===== src/design/fp_post_exc_pkg.sv =====
/*
 Constants and types for the post-result floating-point exception check.
 Assumes a single core clock and a datapath that hands over a result
 rounded to destination precision with an unbounded exponent.
*/
`default_nettype none

package fp_post_exc_pkg;

	localparam int EXP_W = 18;

	typedef logic signed [EXP_W-1:0] exp_t;

	typedef enum logic [1:0] {FMT_HALF, FMT_SINGLE, FMT_DOUBLE, FMT_EXT} fmt_t;

	typedef enum logic [1:0] {RND_NEAREST, RND_DOWN, RND_UP, RND_ZERO} rmode_t;

	typedef enum logic [2:0] {
		RES_ROUNDED,
		RES_INF,
		RES_MAX_FINITE,
		RES_BIASED,
		RES_DENORM,
		RES_NONE
	} res_kind_t;

	// overflow when unbiased exponent of 1.f reaches these
	localparam exp_t OVF_EXP_HALF   = 18'sh00010;  // 16
	localparam exp_t OVF_EXP_SINGLE = 18'sh00080;  // 128
	localparam exp_t OVF_EXP_DOUBLE = 18'sh00400;  // 1024
	localparam exp_t OVF_EXP_EXT    = 18'sh04000;  // 16384

	// tiny when unbiased exponent falls below these
	localparam exp_t TINY_EXP_HALF   = -18'sh0000E;  // -14
	localparam exp_t TINY_EXP_SINGLE = -18'sh0007E;  // -126
	localparam exp_t TINY_EXP_DOUBLE = -18'sh003FE;  // -1022
	localparam exp_t TINY_EXP_EXT    = -18'sh03FFE;  // -16382

	localparam exp_t BIAS_ADJ_DEFAULT = 18'sh06000;

	localparam int FLAG_OVF = 0;
	localparam int FLAG_UNF = 1;
	localparam int FLAG_PRE = 2;
	localparam logic [2:0] FLAGS_RESET = 3'h0;

endpackage : fp_post_exc_pkg

`default_nettype wire


===== src/design/fp_exp_threshold.sv =====
/*
 Per-format overflow and tiny detection on an unbounded exponent.
 Assumes the significand is normalized 1.f, so the exponent alone decides.
*/
`default_nettype none

module fp_exp_threshold
(
	// result
	input  wire fp_post_exc_pkg::fmt_t i_fmt,
	input  wire fp_post_exc_pkg::exp_t i_exp,
	input  wire logic                  i_zero,
	// verdict
	output logic                       o_overflow,
	output logic                       o_tiny,
	output fp_post_exc_pkg::exp_t      o_ovf_exp,
	output fp_post_exc_pkg::exp_t      o_tiny_exp
);

	always_comb
	begin
		case (i_fmt)
			fp_post_exc_pkg::FMT_HALF:
			begin
				o_ovf_exp  = fp_post_exc_pkg::OVF_EXP_HALF;
				o_tiny_exp = fp_post_exc_pkg::TINY_EXP_HALF;
			end
			fp_post_exc_pkg::FMT_SINGLE:
			begin
				o_ovf_exp  = fp_post_exc_pkg::OVF_EXP_SINGLE;
				o_tiny_exp = fp_post_exc_pkg::TINY_EXP_SINGLE;
			end
			fp_post_exc_pkg::FMT_DOUBLE:
			begin
				o_ovf_exp  = fp_post_exc_pkg::OVF_EXP_DOUBLE;
				o_tiny_exp = fp_post_exc_pkg::TINY_EXP_DOUBLE;
			end
			default:
			begin
				o_ovf_exp  = fp_post_exc_pkg::OVF_EXP_EXT;
				o_tiny_exp = fp_post_exc_pkg::TINY_EXP_EXT;
			end
		endcase
	end

	// at-or-beyond for overflow, strictly below for tiny
	assign o_overflow = !i_zero && (i_exp >= o_ovf_exp);
	assign o_tiny     = !i_zero && (i_exp < o_tiny_exp);

endmodule : fp_exp_threshold

`default_nettype wire


===== src/design/fp_ovf_default.sv =====
/*
 Masked overflow default selection from rounding mode and true sign.
 Assumes the caller only uses the answer on a masked overflow.
*/
`default_nettype none

module fp_ovf_default
(
	// selection
	input  wire fp_post_exc_pkg::rmode_t i_rmode,
	input  wire logic                    i_sign,
	// answer
	output fp_post_exc_pkg::res_kind_t   o_kind
);

	always_comb
	begin
		case (i_rmode)
			fp_post_exc_pkg::RND_NEAREST:
				o_kind = fp_post_exc_pkg::RES_INF;
			fp_post_exc_pkg::RND_DOWN:
				o_kind = i_sign ? fp_post_exc_pkg::RES_INF
					: fp_post_exc_pkg::RES_MAX_FINITE;
			fp_post_exc_pkg::RND_UP:
				o_kind = i_sign ? fp_post_exc_pkg::RES_MAX_FINITE
					: fp_post_exc_pkg::RES_INF;
			default:
				o_kind = fp_post_exc_pkg::RES_MAX_FINITE;
		endcase
	end

endmodule : fp_ovf_default

`default_nettype wire


===== src/design/fp_post_result_exception_check.sv =====
/*
 Post-computation exception check: overflow, underflow and inexact.
 Takes a rounded result with unbounded exponent plus the datapath's
 inexact indication, and returns the value to store, per-operation
 flags, sticky flags and a handler request one cycle later.
 Assumes inputs come from logic on i_clk; no synchronisers needed.
*/
`default_nettype none

module fp_post_result_exception_check
#(
	parameter int                    SIG_W    = 64,
	parameter fp_post_exc_pkg::exp_t BIAS_ADJ = fp_post_exc_pkg::BIAS_ADJ_DEFAULT
)
(
	// clock and control
	input  wire logic                    i_clk,
	input  wire logic                    i_reset_n,
	input  wire logic                    i_ce,
	// operation completion from rounding datapath
	input  wire logic                    i_valid,
	input  wire fp_post_exc_pkg::fmt_t   i_fmt,
	input  wire fp_post_exc_pkg::rmode_t i_rmode,
	input  wire logic                    i_stack_unit,
	input  wire logic                    i_dest_mem,
	input  wire logic                    i_sign,
	input  wire logic                    i_zero,
	input  wire fp_post_exc_pkg::exp_t   i_exp,
	input  wire logic [SIG_W-1:0]        i_sig,
	input  wire logic                    i_inexact,
	// masks, set means default response
	input  wire logic                    i_mask_overflow,
	input  wire logic                    i_mask_underflow,
	input  wire logic                    i_mask_precision,
	// software clear of sticky flags, one bit per flag
	input  wire logic [2:0]              i_clear_flags,
	// stored result
	output logic                         o_res_valid,
	output logic                         o_res_write,
	output fp_post_exc_pkg::res_kind_t   o_res_kind,
	output logic                         o_res_sign,
	output fp_post_exc_pkg::exp_t        o_res_exp,
	output logic [SIG_W-1:0]             o_res_sig,
	// this operation's flags and dispatch
	output logic                         o_op_overflow,
	output logic                         o_op_underflow,
	output logic                         o_op_precision,
	output logic                         o_handler_req,
	output logic                         o_clear_cond_code_bit_one,
	// sticky flags
	output logic                         o_overflow_flag,
	output logic                         o_underflow_flag,
	output logic                         o_precision_flag
);

	logic                        ovf;
	logic                        tiny;
	fp_post_exc_pkg::exp_t       ovf_exp;
	fp_post_exc_pkg::exp_t       tiny_exp;
	fp_post_exc_pkg::res_kind_t  ovf_kind;

	logic                        unf_report;
	logic                        ovf_trap;
	logic                        unf_trap;
	logic                        mem_trap;
	logic                        pre_report;
	logic                        handler;

	fp_post_exc_pkg::exp_t       unf_dist;
	logic [SIG_W-1:0]            denorm_sig;

	fp_post_exc_pkg::res_kind_t  next_kind;
	logic                        next_write;
	fp_post_exc_pkg::exp_t       next_exp;
	logic [SIG_W-1:0]            next_sig;
	logic [2:0]                  set_flags;
	logic [2:0]                  sticky;

	fp_exp_threshold u_threshold
	(
		.i_fmt      (i_fmt),
		.i_exp      (i_exp),
		.i_zero     (i_zero),
		.o_overflow (ovf),
		.o_tiny     (tiny),
		.o_ovf_exp  (ovf_exp),
		.o_tiny_exp (tiny_exp)
	);

	fp_ovf_default u_ovf_default
	(
		.i_rmode (i_rmode),
		.i_sign  (i_sign),
		.o_kind  (ovf_kind)
	);

	// classification; overflow outranks underflow, they cannot coexist
	assign ovf_trap   = ovf && !i_mask_overflow;
	assign unf_report = tiny && (i_mask_underflow ? i_inexact : 1'b1);
	assign unf_trap   = unf_report && !i_mask_underflow;
	assign mem_trap   = (ovf_trap || unf_trap) && i_dest_mem;

	// a trapped store to memory drops the inexact report
	assign pre_report = i_inexact && !mem_trap;

	assign handler = ovf_trap || unf_trap
		|| (pre_report && !i_mask_precision);

	// denormalize by shifting; bits lost here are not re-rounded,
	// the datapath's inexact must already cover them
	assign unf_dist   = fp_post_exc_pkg::exp_t'(tiny_exp - i_exp);
	assign denorm_sig = (unf_dist >= fp_post_exc_pkg::exp_t'(SIG_W)) ? '0
		: (i_sig >> unf_dist);

	always_comb
	begin
		next_kind  = fp_post_exc_pkg::RES_ROUNDED;
		next_write = 1'b1;
		next_exp   = i_exp;
		next_sig   = i_sig;
		if (ovf && i_mask_overflow)
		begin
			next_kind = ovf_kind;
			if (ovf_kind == fp_post_exc_pkg::RES_INF)
			begin
				next_exp = ovf_exp;
				next_sig = '0;
			end
			else
			begin
				next_exp = fp_post_exc_pkg::exp_t'(ovf_exp - 18'sh00001);
				next_sig = '1;
			end
		end
		else if (ovf_trap || unf_trap)
		begin
			// vector unit or memory destination keeps operands; stack unit to register stores biased value
			if (i_stack_unit && !i_dest_mem)
			begin
				next_kind = fp_post_exc_pkg::RES_BIASED;
				next_exp  = ovf_trap
					? fp_post_exc_pkg::exp_t'(i_exp - BIAS_ADJ)
					: fp_post_exc_pkg::exp_t'(i_exp + BIAS_ADJ);
			end
			else
			begin
				next_kind  = fp_post_exc_pkg::RES_NONE;
				next_write = 1'b0;
			end
		end
		else if (tiny)
		begin
			// masked: stored whether exact or not
			next_kind = fp_post_exc_pkg::RES_DENORM;
			next_exp  = tiny_exp;
			next_sig  = denorm_sig;
		end
	end

	assign set_flags = i_valid ? {pre_report, unf_report, ovf} : 3'h0;

	// result register
	always_ff @(posedge i_clk)
	begin
		if (!i_reset_n)
		begin
			o_res_write <= 1'b0;
			o_res_kind  <= fp_post_exc_pkg::RES_NONE;
			o_res_sign  <= 1'b0;
			o_res_exp   <= '0;
			o_res_sig   <= '0;
		end
		else if (i_ce && i_valid)
		begin
			o_res_write <= next_write;
			o_res_kind  <= next_kind;
			o_res_sign  <= i_sign;
			o_res_exp   <= next_exp;
			o_res_sig   <= next_sig;
		end
	end

	// per-operation flags and strobes, all qualified by completion
	always_ff @(posedge i_clk)
	begin
		if (!i_reset_n)
		begin
			o_res_valid               <= 1'b0;
			o_op_overflow             <= 1'b0;
			o_op_underflow            <= 1'b0;
			o_op_precision            <= 1'b0;
			o_handler_req             <= 1'b0;
			o_clear_cond_code_bit_one <= 1'b0;
		end
		else if (i_ce)
		begin
			o_res_valid               <= i_valid;
			o_op_overflow             <= set_flags[fp_post_exc_pkg::FLAG_OVF];
			o_op_underflow            <= set_flags[fp_post_exc_pkg::FLAG_UNF];
			o_op_precision            <= set_flags[fp_post_exc_pkg::FLAG_PRE];
			o_handler_req             <= i_valid && handler;
			o_clear_cond_code_bit_one <= i_valid && mem_trap;
		end
	end

	// sticky flags; a set in the clearing cycle wins
	always_ff @(posedge i_clk)
	begin
		if (!i_reset_n)
			sticky <= fp_post_exc_pkg::FLAGS_RESET;
		else if (i_ce)
			sticky <= (sticky & ~i_clear_flags) | set_flags;
	end

	assign o_overflow_flag  = sticky[fp_post_exc_pkg::FLAG_OVF];
	assign o_underflow_flag = sticky[fp_post_exc_pkg::FLAG_UNF];
	assign o_precision_flag = sticky[fp_post_exc_pkg::FLAG_PRE];

	logic go;
	assign go = i_ce && i_valid;
endmodule : fp_post_result_exception_check

`default_nettype wire


===== config.mk =====
export PLATFORM = sky130hd
export DESIGN_NAME = fp_post_result_exception_check
export DESIGN_NICKNAME = d
export VERILOG_FILES = /design/src/design/fp_post_exc_pkg.sv /design/src/design/fp_exp_threshold.sv /design/src/design/fp_ovf_default.sv /design/src/design/fp_post_result_exception_check.sv
export SDC_FILE = /design/constraint.sdc
export NUM_CORES = 1
export LEC_CHECK = 0
export ABC_CLOCK_PERIOD_IN_PS = 6840
export BUFFER_PORTS_ARGS = -buffer_cell sky130_fd_sc_hd__clkbuf_2
export CAP_MARGIN = 20
export CORE_UTILIZATION = 43
export DETAILED_ROUTE_END_ITERATION = 7
export PLACE_DENSITY_LB_ADDON = 0.08
export SLEW_MARGIN = 25
export SYNTH_ARGS = -nofsm -noshare
export SYNTH_HDL_FRONTEND = slang
export SYNTH_SLANG_ARGS = --single-unit

===== constraint.sdc =====
create_clock -name i_clk -period 6.84 [get_ports i_clk]
set_input_delay 1.368 -clock i_clk [delete_from_list [all_inputs] [get_ports i_clk]]
set_output_delay 1.368 -clock i_clk [all_outputs]
set_load 0.02 [all_outputs]

==> summary.txt, run 1 <==
Clock tree
  – CTS Buffer Depth: 2
  – CTS Root Cell: clkbuf_16
  – Post-CTS Setup Repair Bufs: 0
  – CTS buffer count: 9
  – Clock Sinks: 96
  – H-tree Lvls: 3
  – CTS tree: done
  – # hold bufs at CTS: 0
  – Post-CTS Resized: 0
  – Worst-path clk slew: 0.08 ns
  – Clock Latency Late Sink: 0.36 ns

Yosys
  – Adder-cell area share of the yosys netlist: 0.0396
  – Syn Inst Count: 1255
  – Post-synth top flop: dfxtp_1
  – #FFs+latches synth: 96
  – Syn Nets: 1386
  – Synth async-reset ratio: 0
  – Synth Area in Compound Gates: 0.296
  – Sequential area share after synthesis: 0.199
  – Largest family of logic cells by synthesized area: compound AO/OA/AOI/OAI gates
  – Synth warn: 0
  – Post-synthesis xor/xnor area fraction: 0.0144
  – Synth Area in Simple Gates: 0.166
  – Post-Syn Area: 9680 sq um
  – Number of synthesized flops with an enable pin: 0
  – Synthesized area per cell: 7.71 sq um
  – Proportion of synthesized area in mux cells: 0.226
  – Distinct cells, synth: 72

Layout
  – Layout net count: 1510
  – Fin cells: 1664
  – Share of cells above drive strength 1: 0.221
  – P&R area growth vs syn: 15.1%
  – N_diodes: 0

Place
  – Routability cong.: 0.987
  – Setup WS pre-CTS: 1.31 ns
  – Dpl cells: 1648
  – Port-buffer cells: 196
  – Detail Placement HPWL: 31.2 mm

Worst setup path
  – Critical path data required time: 7.12 ns
  – Crit path launch: i_fmt[1]
  – Setup crit start kind: primary input
  – CP endpoint kind: flop
  – WS Path Type: in2reg
  – Crit-path max FO: 15
  – Largest stage delay, worst path: 0.73 ns
  – CP top delay family: simple AND/OR/NAND/NOR gates
  – Slowest CP cell: and3_1
  – Cell Chain, Critical Path: clkbuf_2 > or2_1 > inv_4 > ha_1 > nor3b_1 > and4_1 > o21ai_0 > and4_1 > a211oi_1 > and4_1 > and3_1 > nand4_2 > o21ai_0
  – Cell mode on critical path: and4_1
  – FF-to-FF Start: o_res_sig[33]
  – Crit path buf inv count: 2
  – Critical path arrival: 5.55 ns

Routing
  – Vias/cell: 6.47
  – DR DRC count: 8
  – 1st-pass router iterations: 8
  – Routed wire per std cell: 24.3 microns
  – Final ANT Viol Nets: 0
  – Routed vias: 10800
  – Final wirelength: 40.4 mm
  – Initial DRC count: 1004

STA
  – Final min period: 5.28 ns
  – Worst Slack Setup Final: 1.56 ns
  – Max-slew violations: 0
  – Slew at the pin closest to its max-slew limit: 0.967 ns
  – Setup TNS Final: 0 ns
  – Final setup viols: 0
  – Max Clock Freq: 0.190 GHz
  – Final Hold Viols: 0
  – Worst slew margin relative to its limit: 0.351
  – Tcrit/Tclk final: 0.771
  – Fin Clk Skew: 0 ns
  – Unrepaired setup endpoints after global routing: false

Global routing
  – Largest net degree at the start of global routing: 63
  – Gr busiest metal: met2
  – Vias in the first global route: 10100
  – Initial antenna violation count: 0
  – GR Util All Layers: 0.345
  – Met2 usage: 0.580
  – Global route total overflow: 0
  – M3 GR Usage: 0.0553
  – First-pass GRT wire length: 61.5 mm
  – GR Util met1: 0.427

Flow run
  – Max-cap violations: 0

Die
  – Starting Density: 0.441
  – Total core area: 22000 sq um
  – Die X: 152 microns
  – Row count: 54
  – IO Pins: 197
  – Die Span Y: 152 microns
  – Die ar.: 23100 sq um

Min path
  – Min-delay src: o_res_sig[61]
  – Hold Crit Class: reg2reg

Power
  – Worst vdd ir: 115 uV
  – Pwr dens: 195 nW/um^2
  – Tot Pwr: 0.00217 W
  – Static leakage: 4.98 nW

Outcome
  – Run status: finished with violations
  – Violated checks: DRC
[sequential cells by signal, indices dropped and copies added (netlist names), 3 cells and up]
name / count
o_res_sig: 64
o_res_exp: 18
o_res_kind: 3
sticky: 3
[area by class of cell]
class	instances	area, sq um
fill	2266	10800
multi-input combinational	1020	7260
sequential	96	1920
timing repair buffer	224	1190
tap	280	350
clock buffer	9	225
inverter	28	109
clock inverter	7	76.3
[worst register-to-register path, stage by stage, from the launching register on]
cell and delay, ns:
dfxtp_1 0.33, a221oi_1 0.28, o21ai_0 0.14, o211a_1 0.13
[where the power goes]
part	total, W	internal, W	switching [W]
Clock	0.000530	0.000262	0.000269
Combinational	0.00103	0.000355	0.000671
Sequential	0.000610	0.000590	0.0000200
[per-stage QoR]
step / hold slack, ns / cell area (sq um) / util
2_1_floorplan: 0.526 / 9680 / -
3_3_place_gp: 0.444 / 10800 / 0.493
3_5_place_dp: 0.442 / 10800 / 0.493
4_1_cts: 0.458 / 11100 / 0.507
5_1_grt: 0.475 / 11100 / 0.507
6_report: 0.450 / 11100 / 0.507
[kinds of logic (layout without fill, tap and decap cells)]
group / Yosys count / after routing
flops: 96 / 96
simple gates: 353 / 353
xor+xnor: 15 / 15
buf+inv: 139 / 268
mux: 174 / 174
compound gates: 448 / 448
fa+ha+maj: 30 / 30
[worst paths after layout]
kind / to / slack [ns] / cells past startpoint
worst min-delay path: o_res_sig[61] / 0.45 / 2
worst min register to register: o_res_sig[61] / 0.45 / 2
worst max register to register: o_res_sig[33] / 5.87 / 3
worst max-delay path: o_res_sig[48] / 1.56 / 13
[routing by layer]
metal,vias to the layer above,part of all wire
met4,0,0.050
met5,-,0
li1,4966,-
met1,5103,0.39
met3,118,0.085
met2,583,0.47
[cell usage in the layout, fill, tap and decap left out, drive strengths merged, types with 10 or more instances in the layout]
master / netlist / routed
or3: 10 / 10
o211ai: 13 / 13
and2: 10 / 10
mux2i: 131 / 131
nor3: 14 / 14
clkbuf: 79 / 205
and3: 13 / 13
nor2: 72 / 72
nand3: 22 / 22
a21oi: 148 / 148
a31oi: 14 / 14
a221oi: 35 / 35
a21boi: 13 / 13
nand2: 169 / 169
buf: 32 / 28
o21a: 12 / 12
o22ai: 11 / 11
dfxtp: 96 / 96
o211a: 11 / 11
a211oi: 24 / 24
mux4: 35 / 35
nor2b: 13 / 13
o21ai: 104 / 104
ha: 29 / 29
inv: 28 / 32
[cell usage after synthesis, types with 12 or more instances]
master,n,area [sq um]
a211oi_1,23,173
ha_1,29,363
nand3_1,22,110
nor2b_1,13,81.3
a31oi_1,14,87.6
o211ai_1,13,97.6
dfxtp_1,96,1920
a21oi_1,148,741
buf_2,17,85.1
a21boi_0,13,97.6
and3_1,13,81.3
clkbuf_1,78,293
mux4_2,35,788
nor2_1,72,270
mux2i_1,131,1310
o21ai_0,96,480
a221oi_1,35,307
nand2_1,169,634
o21a_1,12,90.1
inv_1,27,101
nor3_1,14,70.1
Power figures use the tool's default switching activity.
==> run 2, diff against run 1 <==
Settings changed: ABC_AREA set to 1, ABC_CLOCK_PERIOD_IN_PS 6840 to 5500.
Clock period 6.84 ns to 5.5 ns, I/O delays scaled along.
==> summary.txt, run 2 <==
Outcome
  – Run status: complete, no violations

Worst setup path
  – Crit-path max FO: 59
  – Largest stage delay, worst path: 0.53 ns
  – Crit path buf inv count: 4
  – Crit path launch: i_fmt[1]
  – Slowest CP cell: nor2_1
  – Cell Chain, Critical Path: clkbuf_2 > nor2_8 > inv_1 > ha_1 > nand2_1 > inv_1 > nand3_1 > nand3_1 > nand3_1 > nand3_1 > nand2_1 > nand2_1 > nand2_2 > nor2_4 > buf_12 > nand4_1 > nor2_1 > o21ai_0 > nand2_1 > nand3_1 > o21ai_1 > nand2_1 > a21oi_1
  – FF-to-FF Start: o_res_sig[2]
  – Setup crit start kind: primary input
  – CP endpoint kind: flop
  – Critical path arrival: 5.48 ns
  – CP top delay family: simple AND/OR/NAND/NOR gates
  – Critical path data required time: 5.77 ns
  – WS Path Type: in2reg

Yosys
  – Syn Nets: 2197
  – Synth Area in Compound Gates: 0.138
  – Post-synth top flop: dfxtp_1
  – Synth Area in Simple Gates: 0.542
  – Synth async-reset ratio: 0
  – Largest cells by area after synthesis: nand2_1 (33%), dfxtp_1 (17%), nand3_1 (12%), a21oi_1 (8.3%), nand4_1 (3.6%)
  – Proportion of synthesized area in mux cells: 0.00272
  – Cell taking the most area after synthesis: nand2_1
  – Syn Inst Count: 2066
  – #FFs+latches synth: 96
  – Synthesized area per cell: 5.35 sq um
  – Count leader, synth: nand2_1
  – Distinct cells, synth: 47
  – Synth cell count leaders: nand2_1 (985), nand3_1 (264), a21oi_1 (183), dfxtp_1 (96), inv_1 (70)
  – Synth warn: 0
  – Post-synth top area share: 0.335
  – Post-Syn Area: 11000 sq um
  – Number of synthesized flops with an enable pin: 0
  – Post-synthesis xor/xnor area fraction: 0.00634
  – Largest family of logic cells by synthesized area: simple AND/OR/NAND/NOR gates
  – Adder-cell area share of the yosys netlist: 0.0347
  – Sequential area share after synthesis: 0.174

Clock tree
  – CTS Buffer Depth: 2
  – CTS tree: done
  – Worst-path clk slew: 0.08 ns
  – CTS Root Cell: clkbuf_16
  – Clock Latency Late Sink: 0.35 ns
  – Post-CTS Resized: 0
  – CTS buffer count: 9
  – Clock Sinks: 96
  – Post-CTS Setup Repair Bufs: 0
  – # hold bufs at CTS: 0
  – H-tree Lvls: 3

Power
  – Power share of the clock group: 0.259
  – Psw: 0.00126 W
  – Sw Ratio: 0.466
  – Int Power: 0.00145 W
  – Gate power share: 0.462
  – Sequential power share: 0.280
  – Static leakage: 6.26 nW
  – Worst vdd ir: 172 uV
  – Pwr dens: 220 nW/um^2

STA
  – Final min period: 5.21 ns
  – Max-slew violations: 0
  – Slew at the pin closest to its max-slew limit: 0.947 ns
  – Final setup viols: 0
  – Tcrit/Tclk final: 0.946
  – Worst Slack Setup Final: 0.294 ns
  – Final Hold Viols: 0
  – Unrepaired setup endpoints after global routing: false
  – Fin Clk Skew: 0 ns
  – Worst slew margin relative to its limit: 0.367
  – Max Clock Freq: 0.192 GHz
  – Setup TNS Final: 0 ns

Place
  – Dpl cells: 2477
  – Port-buffer cells: 196
  – Setup WS pre-CTS: 0.118 ns
  – Detail Placement HPWL: 38.4 mm
  – Routability cong.: 1.02
  – Dpl cell area: 12000 sq um

Global routing
  – First-pass GRT wire length: 77.5 mm
  – Vias in the first global route: 13400
  – GR Util All Layers: 0.384
  – Largest net degree at the start of global routing: 86
  – Initial antenna violation count: 2
  – Global route total overflow: 0

Die
  – Total core area: 25200 sq um
  – Die Span Y: 162 microns
  – Starting Density: 0.439
  – IO Pins: 197
  – Row count: 58
  – Die X: 162 microns
  – Die ar.: 26300 sq um

Routing
  – 1st-pass router iterations: 7
  – DR DRC count: 0
  – Vias/cell: 5.80
  – Final ANT Viol Nets: 0
  – Final wirelength: 51.2 mm
  – Initial DRC count: 1524
  – Routed wire per std cell: 20.5 microns
  – Routed vias: 14500

Layout
  – N_diodes: 0
  – Fin cells: 2493
  – Share of cells above drive strength 1: 0.141
  – Regs by FF count: o_res_sig x64, o_res_exp x18
  – Layout net count: 2289
  – Flip-flop count of the largest register after layout: 64
  – Final Cell Area: 12300 sq um
  – P&R area growth vs syn: 11.5%
  – Largest Register: o_res_sig
  – Most frequent cells in the layout: nand2_1 (984), nand3_1 (264), clkbuf_2 (196), a21oi_1 (183), dfxtp_1 (96)
  – Leading cell type in the layout, fill and taps excluded: nand2_1

Flow run
  – Max-cap violations: 0

Min path
  – Hold Crit Class: reg2reg
  – Min-delay src: o_res_sig[33]
run 2: cell count changes after synthesis, moves of 32 or more:
cell | before | now
a21oi_1 | 148 | 183
mux4_2 | 35 | 0
nand4_1 | 2 | 63
buf_2 | 17 | 49
nand2_1 | 169 | 985
nand3_1 | 22 | 264
inv_1 | 27 | 70
a221oi_1 | 35 | 0
mux2i_1 | 131 | 3
o21ai_0 | 96 | 49
run 2: path summary, 6_finish.rpt:
check / end / slack, ns / cells after the start
max: o_res_sig[51] / 0.29 / 23
min reg2reg: o_res_sig[33] / 0.47 / 2
min: o_res_sig[33] / 0.47 / 2
max reg2reg: o_res_sig[2] / 4.71 / 2
run 2: cells by family (layout without fill, tap and decap cells):
| logic type | Yosys count | count (layout) |
|---|---|---|
| AND/OR/NAND/NOR | 1409 | 1409 |
| flip-flops | 96 | 96 |
| multiplexers | 3 | 3 |
| buffers and inverters | 232 | 329 |
| adder cells (fa/ha/maj) | 30 | 30 |
| XOR/XNOR | 8 | 8 |
| AO/OA/AOI/OAI | 288 | 288 |
run 2: cell type report:
class / count / area (sq um)
clock buffer: 9 / 225
clock inverter: 7 / 95.1
fill: 2823 / 12900
inverter: 84 / 317
multi-input combinational: 1738 / 8070
sequential: 96 / 1920
tap: 330 / 413
timing repair buffer: 229 / 1280
run 2: routing by layer:
layer / GRT usage / vias up / wire length, microns
li1: - / 6977 / -
met1: 0.460 / 6556 / 20000
met2: 0.625 / 770 / 23200
met3: 0.0598 / 159 / 4040
met4: 0.271 / 2 / 3960
met5: 0 / - / 16
run 2: worst min-delay path, cell delays in order (launching register included):
cell	delay (ns)
dfxtp_1	0.31
nand2_1	0.06
a21oi_1	0.05
run 2: power by group through the flow:
stage / registers [W] / clock network [W] / logic [W]
floorplan: 0.000813 / 0 / 0.000773
global placement: 0.000772 / 0 / 0.00122
detailed placement: 0.000772 / 0 / 0.00121
CTS: 0.000756 / 0.000702 / 0.00122
global route: 0.000760 / 0.000736 / 0.00136
finish: 0.000756 / 0.000700 / 0.00125
run 2: through the flow:
stage	hold slack [ns]	total power, W	util
global placement	0.449	0.00199	0.476
finish	0.466	0.00271	0.489
global route	0.479	0.00285	0.489
floorplan	0.537	0.00159	-
detailed placement	0.454	0.00199	0.476
CTS	0.466	0.00268	0.489
